--- config.mk ---
export PLATFORM = sky130hd
export DESIGN_NAME = slr_regs
export DESIGN_NICKNAME = d
export VERILOG_FILES = /design/src/slr_pkg.sv /design/src/slr_loop_port.sv /design/src/slr_regs.sv
export SDC_FILE = /design/constraint.sdc
export NUM_CORES = 1
export LEC_CHECK = 0
export BUFFER_PORTS_ARGS = -buffer_cell sky130_fd_sc_hd__buf_2
export CAP_MARGIN = 20
export CELL_PAD_IN_SITES_DETAIL_PLACEMENT = 1
export CELL_PAD_IN_SITES_GLOBAL_PLACEMENT = 1
export CORE_ASPECT_RATIO = 1.1
export CORE_MARGIN = 8
export CORE_UTILIZATION = 39
export CTS_CLUSTER_DIAMETER = 120
export DETAILED_ROUTE_END_ITERATION = 10
export GPL_TIMING_DRIVEN = 0
export PLACE_DENSITY_LB_ADDON = 0.1
export REMOVE_ABC_BUFFERS = 1
export SLEW_MARGIN = 20
export SYNTH_ARGS = -nofsm -noshare
export SYNTH_HDL_FRONTEND = slang
export SYNTH_SLANG_ARGS = --single-unit
--- constraint.sdc ---
create_clock -name clk -period 4.79 [get_ports clk]
set_clock_uncertainty 0.2 [all_clocks]
set_input_delay 0.7185 -clock clk [delete_from_list [all_inputs] [get_ports clk]]
set_output_delay 0.7185 -clock clk [all_outputs]
set_load 0.02 [all_outputs]
--- src/slr_pkg.sv ---
// package: register map, field layout and reset values of the link and state registers
package slr_pkg;
  localparam int SLR_AW = 16;
  localparam int SLR_DW = 16;
  localparam logic [15:0] SLR_OFS_RW_OFFSET = 16'h0108;
  localparam logic [15:0] SLR_OFS_LINK_STATUS = 16'h0110;
  localparam logic [15:0] SLR_OFS_STATE_REQ = 16'h0120;
  localparam logic [15:0] SLR_OFS_STATE_STAT = 16'h0130;
  // state codes
  localparam logic [3:0] SLR_ST_INIT = 4'h1;
  localparam logic [3:0] SLR_ST_PREOP = 4'h2;
  localparam logic [3:0] SLR_ST_BOOT = 4'h3;
  localparam logic [3:0] SLR_ST_SAFEOP = 4'h4;
  localparam logic [3:0] SLR_ST_OP = 4'h8;
  // field positions
  localparam int SLR_STATE_LSB = 0;
  localparam int SLR_STATE_W = 4;
  localparam int SLR_ACK_BIT = 4;
  localparam int SLR_IDREQ_BIT = 5;
  localparam int SLR_ERR_BIT = 4;
  localparam int SLR_IDVAL_BIT = 5;
  localparam int SLR_LS_OPER_BIT = 0;
  localparam int SLR_LS_WDOG_BIT = 1;
  localparam int SLR_LS_ELD_BIT = 2;
  localparam int SLR_LS_LINK_LSB = 4;
  localparam int SLR_LS_LOOP_LSB = 8;
  localparam int SLR_NPORTS = 4;
  // writable masks
  localparam logic [15:0] SLR_REQ_MASK = 16'h003f;
  localparam logic [15:0] SLR_STAT_MASK = 16'h003f;
  localparam logic [15:0] SLR_RESET_STATE = 16'h0001;
  localparam logic [15:0] SLR_RESET_ZERO = 16'h0000;
  localparam logic [1:0] SLR_LOOP_HOLD_INIT = 2'h0;
endpackage

--- src/slr_loop_port.sv ---
// one port's loop state holder: applies new loop setting only between frames
`timescale 1ns/100ps
`default_nettype none
module slr_loop_port
  import slr_pkg::*;
(
  // clock and reset
  input wire logic clk,
  input wire logic resetn,
  // requested loop state and frame activity
  input wire logic loop_closed_req,
  input wire logic frame_busy,
  // applied loop state
  output logic loop_closed
);
  always_ff @(posedge clk or negedge resetn) begin
    if (!resetn) begin
      loop_closed <= 1'b1;
    end else if (!frame_busy) begin
      loop_closed <= loop_closed_req; // RL2
    end
  end
endmodule
`default_nettype wire

--- src/slr_regs.sv ---
// register bank: r/w offset, link-layer status, state request and state status
`timescale 1ns/100ps
`default_nettype none
// How it works
// RL1: combined read-write commands write to command address plus stored 16-bit offset.
// RL2: loop configuration changes wait until the port's current frame ends.
// RL3: configurer keeps receive fifo size 7 unless clocks within 25ppm; this block has no receive fifo setting.
// RL4: status bit 0 set only when config loaded and host interface operational.
// RL5: status bit 1 shows host watchdog, 0 expired, 1 reloaded.
// RL6: status bit 2 enhanced link; setting latched at first config load only.
// RL7: status bits 4 to 7 show physical link on ports 0 to 3.
// RL8: bit 8+2n loop closed, bit 9+2n stable communication, per port.
// RL9: network read of link-layer status clears its network event flag.
// RL10: master requests transitions with 4-bit state codes 1,2,3,4,8.
// RL11: acknowledge bit set in request acknowledges pending error indication.
// RL12: request carries identification bit; status identification bit one higher; the code uses bit 5 for both.
// RL13: without emulation a network write locks request until host access.
// RL14: host access to either request byte unlocks the whole register.
// RL15: with emulation request always writable and copied into status.
// RL16: without ack-by-write host read clears event flag, host writes ignored.
// RL17: with ack-by-write host write clears event flag, value not stored.
// RL18: status low 4 bits report actual state with request codes.
// RL19: status error bit 4 set on failed or local change, else clear.
// RL20: status bit 5 shows identification value loaded and valid.
// RL21: host writes status only without emulation; else status mirrors request.
// RL22: network read of state status clears its network event flag.
// RL23: emulation setting selects host-written or request-following status.
// RL24: a configuration bit selects ack-by-write or ack-by-read.
// RL25: network write while request is locked is discarded.
// RL26: reserved bits read zero and ignore writes.
module slr_regs
  import slr_pkg::*;
#(
  parameter int NPORTS = SLR_NPORTS
)
(
  // clock and reset
  input wire logic clk,
  input wire logic resetn,
  // network side register access
  input wire logic net_wr,
  input wire logic net_rd,
  input wire logic [slr_pkg::SLR_AW-1:0] net_addr,
  input wire logic [1:0] net_be,
  input wire logic [slr_pkg::SLR_DW-1:0] net_wdata,
  output logic [slr_pkg::SLR_DW-1:0] net_rdata,
  // combined read-write command address generation
  input wire logic [slr_pkg::SLR_AW-1:0] cmd_addr,
  output logic [slr_pkg::SLR_AW-1:0] cmd_rd_addr,
  output logic [slr_pkg::SLR_AW-1:0] cmd_wr_addr,
  // local host side register access
  input wire logic host_wr,
  input wire logic host_rd,
  input wire logic [slr_pkg::SLR_AW-1:0] host_addr,
  input wire logic [1:0] host_be,
  input wire logic [slr_pkg::SLR_DW-1:0] host_wdata,
  output logic [slr_pkg::SLR_DW-1:0] host_rdata,
  // configuration
  input wire logic emulation,
  input wire logic ack_by_write,
  input wire logic config_load_done,
  input wire logic config_eld_setting,
  input wire logic host_operational,
  input wire logic host_wdog_ok,
  input wire logic id_loaded,
  // port state
  input wire logic [NPORTS-1:0] port_link,
  input wire logic [NPORTS-1:0] port_loop_req,
  input wire logic [NPORTS-1:0] port_frame_busy,
  input wire logic [NPORTS-1:0] port_comm_ok,
  // event flag clear strobes and status
  output logic clr_link_status_event,
  output logic clr_state_status_event,
  output logic clr_app_layer_event,
  output logic state_req_locked,
  output logic pd_access_enable
);
  import slr_pkg::*;

  // ==========================================================
  // address decode
  // bit 0 picks the byte lane, so both bytes of a register share one decode
  function automatic logic hit(input logic [SLR_AW-1:0] a, input logic [SLR_AW-1:0] base);
    hit = (a[SLR_AW-1:1] == base[SLR_AW-1:1]);
  endfunction

  // disabled lanes and reserved bits keep their old value
  function automatic logic [15:0] merge(input logic [15:0] old, input logic [15:0] nw,
                                        input logic [1:0] be, input logic [15:0] mask);
    logic [15:0] m;
    m = {{8{be[1]}}, {8{be[0]}}} & mask;
    merge = (old & ~m) | (nw & m);
  endfunction

  // one strobe per register and side, qualified by the access type except host_acc_req, which takes any host access
  logic net_wr_off;
  logic net_wr_req;
  logic net_rd_ls;
  logic net_rd_ss;
  logic host_acc_req;
  logic host_wr_ss;
  assign net_wr_off = net_wr && hit(net_addr, SLR_OFS_RW_OFFSET);
  assign net_wr_req = net_wr && hit(net_addr, SLR_OFS_STATE_REQ) && (|net_be);
  assign net_rd_ls = net_rd && hit(net_addr, SLR_OFS_LINK_STATUS);
  assign net_rd_ss = net_rd && hit(net_addr, SLR_OFS_STATE_STAT);
  // either byte lane of the request counts as an access to the whole mailbox
  assign host_acc_req = hit(host_addr, SLR_OFS_STATE_REQ) && (|host_be); // RL14
  assign host_wr_ss = host_wr && hit(host_addr, SLR_OFS_STATE_STAT);

  // ==========================================================
  // r/w command offset
  logic [15:0] rw_command_offset;
  always_ff @(posedge clk or negedge resetn) begin
    if (!resetn) begin
      rw_command_offset <= SLR_RESET_ZERO;
    end else if (net_wr_off) begin
      rw_command_offset <= merge(rw_command_offset, net_wdata, net_be, 16'hffff);
    end
  end
  // only the write half of a combined command is moved; the read half uses the
  // address as given
  assign cmd_rd_addr = cmd_addr; // RL1
  // the sum wraps at the width of the address space
  assign cmd_wr_addr = cmd_addr + rw_command_offset; // RL1

  // ==========================================================
  // link-layer status
  logic [NPORTS-1:0] loop_closed;
  // a frame in flight keeps the old loop state so it is never cut in half
  genvar gi;
  generate
    for (gi = 0; gi < NPORTS; gi++) begin : g_port
      slr_loop_port u_loop (
        .clk(clk),
        .resetn(resetn),
        .loop_closed_req(port_loop_req[gi]),
        .frame_busy(port_frame_busy[gi]),
        .loop_closed(loop_closed[gi])
      );
    end
  endgenerate

  // enhanced link setting is taken at the first load only; later reloads leave it alone
  logic eld_taken;
  logic eld_active;
  logic eld_first_load;
  assign eld_first_load = config_load_done && !eld_taken;

  always_ff @(posedge clk or negedge resetn) begin
    if (!resetn) begin
      eld_taken <= 1'b0;
    end else if (eld_first_load) begin
      eld_taken <= 1'b1; // RL6
    end
  end

  always_ff @(posedge clk or negedge resetn) begin
    if (!resetn) begin
      eld_active <= 1'b0;
    end else if (eld_first_load) begin
      eld_active <= config_eld_setting; // RL6
    end
  end

  // the word is rebuilt every cycle from live levels, so a read never shows stale state
  logic ls_oper;
  logic ls_wdog;
  logic ls_eld;
  logic [NPORTS-1:0] ls_link;
  logic [NPORTS-1:0] ls_loop;
  logic [NPORTS-1:0] ls_comm;
  // process data access needs both a good configuration load and a working host
  assign ls_oper = config_load_done && host_operational; // RL4
  assign ls_wdog = host_wdog_ok; // RL5
  assign ls_eld = eld_active; // RL6
  assign ls_link = port_link; // RL7
  assign ls_loop = loop_closed; // RL8
  assign ls_comm = port_comm_ok; // RL8

  logic [15:0] link_layer_status;
  always_comb begin
    // reserved bit and unused port slots stay zero
    link_layer_status = SLR_RESET_ZERO; // RL26
    link_layer_status[SLR_LS_OPER_BIT] = ls_oper; // RL4
    link_layer_status[SLR_LS_WDOG_BIT] = ls_wdog; // RL5
    link_layer_status[SLR_LS_ELD_BIT] = ls_eld; // RL6
    for (int p = 0; p < NPORTS; p++) begin
      link_layer_status[SLR_LS_LINK_LSB + p] = ls_link[p]; // RL7
      link_layer_status[SLR_LS_LOOP_LSB + 2 * p] = ls_loop[p]; // RL8
      link_layer_status[SLR_LS_LOOP_LSB + 2 * p + 1] = ls_comm[p]; // RL8
    end
  end
  // process data memory stays fenced off until the host side is up
  assign pd_access_enable = link_layer_status[SLR_LS_OPER_BIT]; // RL4

  // ==========================================================
  // state request mailbox
  logic [15:0] state_request;
  logic locked;
  logic req_accept;
  logic host_release;
  // a write that meets a locked mailbox is dropped without a trace; the master
  // must read the status to learn whether its request was taken
  assign req_accept = net_wr_req && (emulation || !locked); // RL13 RL15 RL25
  // which host access acknowledges depends on the configured acknowledge mode
  assign host_release = host_acc_req && (ack_by_write ? host_wr : host_rd); // RL16 RL17

  always_ff @(posedge clk or negedge resetn) begin
    if (!resetn) begin
      state_request <= SLR_RESET_ZERO;
    end else if (req_accept) begin
      // state code, acknowledge and identification bits are latched for the host
      state_request <= merge(state_request, net_wdata, net_be, SLR_REQ_MASK); // RL10 RL11 RL12 RL26
    end
  end

  // a new write in the release cycle still meets the lock and is dropped, so the mailbox comes out unlocked
  logic lock_set;
  logic lock_clear;
  assign lock_set = req_accept && !emulation; // RL13
  assign lock_clear = emulation || host_release; // RL14 RL15

  always_ff @(posedge clk or negedge resetn) begin
    if (!resetn) begin
      locked <= 1'b0; // RL13
    end else if (lock_set) begin
      locked <= 1'b1; // RL13
    end else if (lock_clear) begin
      locked <= 1'b0; // RL14 RL15
    end
  end
  assign state_req_locked = locked;

  // ==========================================================
  // state status
  logic [15:0] state_status;
  logic [15:0] req_merged;
  logic [15:0] emul_status;
  logic ss_from_req;
  logic ss_from_host;
  // under emulation the status takes the value being written, so request and status
  // change in the same cycle instead of one cycle apart
  assign req_merged = merge(state_request, net_wdata, net_be, SLR_REQ_MASK);
  assign emul_status = req_merged & SLR_STAT_MASK; // RL15
  assign ss_from_req = emulation && req_accept; // RL23
  assign ss_from_host = !emulation && host_wr_ss; // RL21

  always_ff @(posedge clk or negedge resetn) begin
    if (!resetn) begin
      state_status <= SLR_RESET_STATE;
    end else if (ss_from_req) begin
      state_status <= emul_status; // RL15 RL21 RL23
    end else if (ss_from_host) begin
      // host reports actual state, error and identification validity
      state_status <= merge(state_status, host_wdata, host_be, SLR_STAT_MASK); // RL18 RL19 RL20 RL21
    end
  end

  // without emulation, identification only reads valid while a loaded value backs it
  logic [15:0] state_status_rd;
  always_comb begin
    state_status_rd = state_status & SLR_STAT_MASK; // RL26
    if (!emulation) begin
      state_status_rd[SLR_IDVAL_BIT] = state_status[SLR_IDVAL_BIT] && id_loaded; // RL20
    end
  end

  // ==========================================================
  // event flag clears
  // the flags live outside this block; each read or release sends a one-cycle pulse
  // to their owner, who lets a new event win over a clear in the same cycle
  always_ff @(posedge clk or negedge resetn) begin
    if (!resetn) begin
      clr_link_status_event <= 1'b0;
    end else begin
      clr_link_status_event <= net_rd_ls; // RL9
    end
  end

  always_ff @(posedge clk or negedge resetn) begin
    if (!resetn) begin
      clr_state_status_event <= 1'b0;
    end else begin
      clr_state_status_event <= net_rd_ss; // RL22
    end
  end

  always_ff @(posedge clk or negedge resetn) begin
    if (!resetn) begin
      clr_app_layer_event <= 1'b0;
    end else begin
      clr_app_layer_event <= host_release; // RL16 RL17 RL24
    end
  end

  // ==========================================================
  // read data
  // unmapped addresses fall through to zero
  function automatic logic [15:0] rd_mux(input logic [SLR_AW-1:0] a, input logic [15:0] off,
                                         input logic [15:0] ls, input logic [15:0] rq,
                                         input logic [15:0] ss);
    if (hit(a, SLR_OFS_RW_OFFSET)) begin
      rd_mux = off;
    end else if (hit(a, SLR_OFS_LINK_STATUS)) begin
      rd_mux = ls;
    end else if (hit(a, SLR_OFS_STATE_REQ)) begin
      rd_mux = rq;
    end else if (hit(a, SLR_OFS_STATE_STAT)) begin
      rd_mux = ss;
    end else begin
      rd_mux = SLR_RESET_ZERO;
    end
  endfunction

  always_ff @(posedge clk or negedge resetn) begin
    if (!resetn) begin
      net_rdata <= SLR_RESET_ZERO;
    end else if (net_rd) begin
      // network read data is held until the next network read
      net_rdata <= rd_mux(net_addr, rw_command_offset, link_layer_status, state_request,
                          state_status_rd);
    end
  end

  always_ff @(posedge clk or negedge resetn) begin
    if (!resetn) begin
      host_rdata <= SLR_RESET_ZERO;
    end else if (host_rd) begin
      // host read data is held until the next host read
      host_rdata <= rd_mux(host_addr, rw_command_offset, link_layer_status, state_request,
                           state_status_rd);
    end
  end
endmodule
`default_nettype wire

==> results of run 1 <==
## cells by family (layout without fill, tap and decap cells)
| kind of cell | after synthesis | in the layout | synth area share [%] |
|---|---|---|---|
| flip-flops | 70 | 70 | 40.5 |
| XOR/XNOR | 9 | 9 | 1.82 |
| other | 0 | 1 | 0 |
| buffers and inverters | 44 | 199 | 5.65 |
| adder cells (fa/ha/maj) | 16 | 16 | 4.79 |
| AO/OA/AOI/OAI | 127 | 127 | 20.6 |
| multiplexers | 37 | 37 | 9.51 |
| AND/OR/NAND/NOR | 132 | 132 | 17.2 |
## power groups by stage
stage	sequential, mW	combinational (mW)	clock [mW]
global placement	0.634	0.207	0
finish	0.624	0.214	0.681
global route	0.626	0.234	0.714
floorplan	0.650	0.0663	0
CTS	0.624	0.216	0.693
detailed placement	0.634	0.215	0
## cell usage in the layout, fill, tap and decap left out, types with 3 or more instances in the layout
cell type and n:
buf_2 168, dfrtp_1 65, nor2_1 50, mux2_2 34, a21oi_1 29, nand2_1 22, a22oi_1 15, ha_1 15
nor2b_1 13, o21ai_0 12, inv_1 10, a31oi_1 10, a221oi_1 10, xnor2_1 9, clkbuf_16 9, a21o_1 7
a211oi_1 6, o21a_1 6, nor3_1 6, nor4_1 5, o22ai_1 5, a211oi_2 5, dfstp_2 5, o21bai_1 4
nand2b_1 4, nor3_2 4, a222oi_1 4, mux2i_1 3, nor4_4 3, buf_4 3
## cell usage after synthesis (5+ instances only)
cell | instances | area [µm²]
a211oi_2 | 5 | 62.6
a21o_1 | 7 | 52.6
nor4_1 | 5 | 31.3
buf_4 | 18 | 135
nor3_1 | 8 | 40.0
clkbuf_1 | 10 | 37.5
inv_1 | 10 | 37.5
nor2b_1 | 13 | 81.3
xnor2_1 | 9 | 78.8
a211oi_1 | 6 | 45.0
nand2_1 | 22 | 82.6
mux2_2 | 34 | 383
o22ai_1 | 5 | 31.3
nor2_1 | 50 | 188
a31oi_1 | 10 | 62.6
o21ai_0 | 12 | 60.1
dfstp_2 | 5 | 131
a221oi_1 | 10 | 87.6
dfrtp_1 | 65 | 1630
a22oi_1 | 15 | 113
a21oi_1 | 29 | 145
ha_1 | 15 | 188
o21a_1 | 6 | 45.0
## routing by layer
metal	GRT usage (%)	vias up
met5	0	-
met4	5.81	0
met3	3.84	12
met2	35.0	110
met1	24.6	1993
li1	-	1909
## worst max-delay path, delay by kind of cell
kind | cells | cell delay [ns]
AO/OA/AOI/OAI | 4 | 1.18
adder cells (fa/ha/maj) | 2 | 0.42
buffers and inverters | 3 | 0.37
AND/OR/NAND/NOR | 2 | 0.16
## cell type report
cell class                 count  area [µm²]
tap                          147         184
antenna                        1        2.50
clock inverter                 6        67.6
inverter                      11        41.3
timing repair buffer         172         891
fill                        1341        5380
sequential                    70        1760
multi-input combinational    321        2350
clock buffer                  10         239
## stage by stage
stage	utilization [%]	total power [mW]	worst slack, ns	instances	instance area, µm²
2_1_floorplan	-	0.716	1.20	402	4140
3_3_place_gp	47.4	0.840	1.06	718	5170
3_5_place_dp	47.9	0.849	0.993	721	5220
4_1_cts	50.7	1.53	0.976	737	5530
5_1_grt	50.7	1.57	0.767	738	5530
6_report	50.7	1.52	1.01	738	5530
## how the worst max path moves through the flow
stage / from / to / slack (ns)
floorplan: cmd_addr[0] / cmd_wr_addr[12] / 1.20
global placement: cmd_addr[0] / cmd_wr_addr[12] / 1.06
detailed placement: cmd_addr[0] / cmd_wr_addr[12] / 0.99
CTS: cmd_addr[0] / cmd_wr_addr[12] / 0.98
global route: cmd_addr[0] / cmd_wr_addr[12] / 0.77
finish: cmd_addr[0] / cmd_wr_addr[12] / 1.01
==> results.toml, run 1 <==
[pwr]
switchingPower_mw = 0.404
cellInternalPower_mw = 1.11
p_clk_share_pct = 44.8
power.share.combinational_pct = 14.1
seqPwrFrac_pct = 41.1
switching_share_pct = 26.6
peakVddDrop_v = 0.000212
powerDensity_mw_per_mm2 = 275
p_leak_nw = 2.69

[detailed_routing]
avgViaCountPerCell = 5.45
highest_layer = "met4"
met3_length_um = 843
num_vias = 4024
met1_length_mm = 6.25
dr.pass1.iters = 4
drcViolationCount = 0
wl_mm = 14.8
wl_per_cell_um = 20.0
postRouteAntennaNets = 0
drtIter0Drc = 216
route.met2.wl_mm = 7.48

[global_routing]
grt_pass1_vias = 4344
grt_use_total_pct = 20.1
grt_max_degree = 53
grt_pass1_wl_mm = 23.3
antenna_found_initial = 1
gr-total-overflow = 0

[setup_path]
slowest_delay_ns = 0.43
path_cells = "buf_2, ha_1, inv_1, fa_1, nor2b_1, o31a_1, o31a_1, o311ai_0, nor3_1, a211oi_1, buf_2"
reg2reg_from = "state_req_locked"
reg2reg_depth = 4
start_kind = "input pin"
critical_path_arrival_ns = 2.86
end_kind = "output port"
crit_path_top_delay_cell = "o311ai_0"
r2r_slack_ns = 3.02
reg2reg_to = "state_request[3]"
crit_fanout = 4
critPathRequiredTime_ns = 3.87
crit_type = "input pin to output port"

[final_layout]
area_growth_pct = 27.4
drive_gt1_share_pct = 42.4
nets = 714

[yosys]
synth_edf_count = 0
ys_warn_count = 0
seq_area_frac_synth_pct = 40.5
ys.flop_type = "dfrtp_1"
ys_ff_latch = 70
ys_async_sr_fraction_pct = 100
syn_inst = 435
synth.distinct_cells = 63
syn_avg_cell_area_um2 = 9.98
synth_area_mm2 = 0.00434

[place]
gp_congestion = 0.823
dpl.hpwl_mm = 11.6
io_buffers = 169

[clock_tree]
cts_tree = "built"
h-tree-depth = 3
cts_buffers = 9
cts.sinks = 70
cts_setup_buffers = 0
postCtsHoldBufs = 0
cts_buffer_depth = 2
clkTransAtPathRegs_ns = 0.06
clkLatencyLatePin_ns = 0.32
cts_root_buffer = "clkbuf_16"
cts_resized = 0

[floorplan]
core-area_mm2 = 0.0109
die_h_um = 127
start_util_pct = 39.8
fp-row-count = 40
ioPinCount = 182
die-area_mm2 = 0.0148
fp.dieW_um = 117

[status]
status = "completed"

[sta]
drv_slew = 0
hold-worst-slack_ns = 0.0718
post-route-period-util_pct = 79.0
max_freq_ghz = 0.264
final-setup-viol-count = 0
rsz0062_at_grt = "no"
tns_ns = 0
maxSlewHeadroom_pct = 33.7
hold_viol_final = 0
tightest_slew_ns = 0.989
fin_crit_ns = 3.78

[job]
maxCapViolCount = 0

[hold_path]
hold_class = "input pin to asynchronous set/reset pin"
Note: power is estimated with default switching activity, not from simulation.
==> run 2: changes to the inputs <==
ABC_AREA = 1   (was default)
CORE_UTILIZATION = 34   (was 39)
clock period = 3.9 ns   (was 4.79 ns; I/O delays follow)
==> run 2 against run 1 <==
Worst setup slack worse by 0.34 ns. Combinational power is 31% higher. Worst hold slack better by 0.12 ns. First-iteration DRC count is 3.7% lower. Synthesized cell count is 53% higher. Critical path depth is 2 higher. Global-route usage is 0.87 points lower. Die area is 22% higher. Non-clock buffer count is 1 lower. Area after synthesis is 9.1% higher.
==> results.toml, run 2 <==
[status]
status = "completed"

[setup_path]
crit_fanout = 4
slowest_delay_ns = 0.43
path_cells = "ha_1, inv_1, fa_1, inv_1, nand3_1, nand2_1, a21boi_0, inv_1, nand3_1, nand2_1, nand2_1, nand2_1, buf_2"
crit_top_cell = "nand2_1"
cp_num_buf_inv = 4
crit_family = "adder cells"
crit_type = "flip-flop to output port"
crit_path_top_delay_cell = "dfrtp_1"
reg2reg_from = "state_req_locked"
critical_path_arrival_ns = 2.45
end_kind = "output port"
start_kind = "flip-flop"
critPathRequiredTime_ns = 3.12

[floorplan]
die-area_mm2 = 0.0180
ioPinCount = 182
core-area_mm2 = 0.0137
start_util_pct = 34.5
fp-row-count = 45
die_h_um = 140
fp.dieW_um = 129

[sta]
drv_slew = 0
hold_viol_final = 0
post-route-period-util_pct = 82.9
fin_crit_ns = 3.23
rsz0062_at_grt = "no"
tightest_slew_ns = 1.07
tns_ns = 0
final-setup-viol-count = 0
maxSlewHeadroom_pct = 28.4
max_freq_ghz = 0.309

[clock_tree]
cts_root_buffer = "clkbuf_16"
h-tree-depth = 3
clkLatencyLatePin_ns = 0.34
cts_tree = "built"
cts.sinks = 70
cts_buffer_depth = 2
cts_setup_buffers = 0
cts_buffers = 9
clkTransAtPathRegs_ns = 0.06
cts_resized = 0

[detailed_routing]
dr.pass1.iters = 4
drtIter0Drc = 208
wl_mm = 16.9
avgViaCountPerCell = 4.86
postRouteAntennaNets = 0
wl_per_cell_um = 16.9
drcViolationCount = 0
num_vias = 4881

[pwr]
p_leak_nw = 3.25
power.total_mw = 1.80
peakVddDrop_v = 0.000214
powerDensity_mw_per_mm2 = 305

[global_routing]
grt_use_met3_pct = 4.32
grt_pass1_wl_mm = 27.5
antenna_found_initial = 0
grt_pass1_vias = 5357
busiest_layer = "met2"
gr-total-overflow = 0
grt_max_degree = 47
grtUsageMet2_pct = 35.2
met1_usage_pct = 21.4
grt_use_total_pct = 19.3

[yosys]
ys_ff_latch = 70
synth.distinct_cells = 44
synth_commonest_cells = "179 x nand2_1, 77 x inv_1, 72 x nor2_1"
netlist.top_cell.by_area = "dfrtp_1"
synth_edf_count = 0
syn_inst = 664
synth_top_cell_area_share_pct = 34.3
ys_warn_count = 0
seq_area_frac_synth_pct = 37.1
ys.flop_type = "dfrtp_1"
yosysMostFrequentCell = "nand2_1"
syn_avg_cell_area_um2 = 7.13
ys_async_sr_fraction_pct = 100
synth_area_mm2 = 0.00474
synth.area.top_cells = "dfrtp_1 34%, nand2_1 14%, nand3_1 7.0%"

[final_layout]
drive_gt1_share_pct = 27.7
final_cell_mix = "179 x nand2_1, 168 x buf_2, 77 x inv_1, 72 x nor2_1, 66 x nand3_1"
antenna_cells = 0
nets = 941
mostFrequentLayoutCell = "nand2_1"
area_growth_pct = 24.9
fin_cells = 1005
utilization_pct = 43.1
nFillCells = 1864

[place]
dpl.hpwl_mm = 13.5
gp_congestion = 0.847
io_buffers = 169
placedCellCount = 988

[hold_path]
min-delay-start = "port_frame_busy[2]"
hold_class = "input pin to flip-flop"

[job]
maxCapViolCount = 0
==> run 2: cell count changes in the layout (fill, tap and decap cells not counted), moves of 7 or more <==
cell      change
nand2_1     +157
nor2b_1      -13
mux2_2       -33
nand3_1      +64
a221oi_1     -10
inv_1        +67
nor2_2        +7
o21ai_0      +19
a22oi_1      -15
a21oi_2      +10
a21oi_1      -12
nand4_1      +12
nor2_1       +22
==> run 2: layout make-up <==
cell class / count / area [µm²] / share of cell area [%]
sequential: 70 / 1760 / 29.7
clock inverter: 6 / 46.3 / 0.783
multi-input combinational: 478 / 2450 / 41.5
clock buffer: 10 / 229 / 3.87
inverter: 82 / 308 / 5.20
tap: 188 / 235 / 3.98
timing repair buffer: 171 / 886 / 15.0
==> run 2: worst paths after layout <==
check | to | slack [ns] | depth (start not counted)
setup / recovery | cmd_wr_addr[14] | 0.67 | 13
hold / removal | g_port[2].u_loop.loop_closed | 0.20 | 2
setup reg to reg | flip-flop | 2.25 | 8
hold reg to reg | eld_taken | 0.25 | 2
max in group asynchronous | asynchronous set/reset pin | 2.37 | 3
min in group asynchronous | host_rdata[9] | 0.51 | 2
==> run 2: per-stage QoR <==
stage                     setup slack (ns)  hold WS, ns  area [µm²]
after detailed placement             0.787        0.238        5630
final                                0.666        0.196        5920
after CTS                            0.638        0.179        5920
after floorplan                       1.19       0.0894        4520
after global placement               0.855        0.236        5600
after global routing                 0.485        0.184        5920
==> run 2: report_power, final <==
part | switching (mW) | internal [mW]
Clock | 0.339 | 0.435
Sequential | 0.00718 | 0.741
Combinational | 0.179 | 0.102
==> run 2: timing repair <==
action	in CTS	in global routing
endpoints found under the setup margin	0	0
endpoints found under the hold margin	20	0
hold buffers	1	0
==> run 2: per-layer routing <==
layer / share of wire (%) / routed length (µm) / up-vias
li1: - / - / 2432
met1: 40 / 6780 / 2308
met2: 52 / 8810 / 129
met3: 6.8 / 1150 / 12
met4: 1.2 / 201 / 0
met5: 0 / 0 / -
==> run 2: logic make-up (layout without fill, tap and decap cells) <==
logic type / Yosys count / count (layout) / synth area share, %
fa+ha+maj: 16 / 16 / 4.38
buf+inv: 116 / 269 / 11.1
mux: 1 / 1 / 0.238
xor+xnor: 9 / 9 / 1.66
flops: 70 / 70 / 37.1
simple gates: 365 / 365 / 34.6
compound gates: 87 / 87 / 10.9
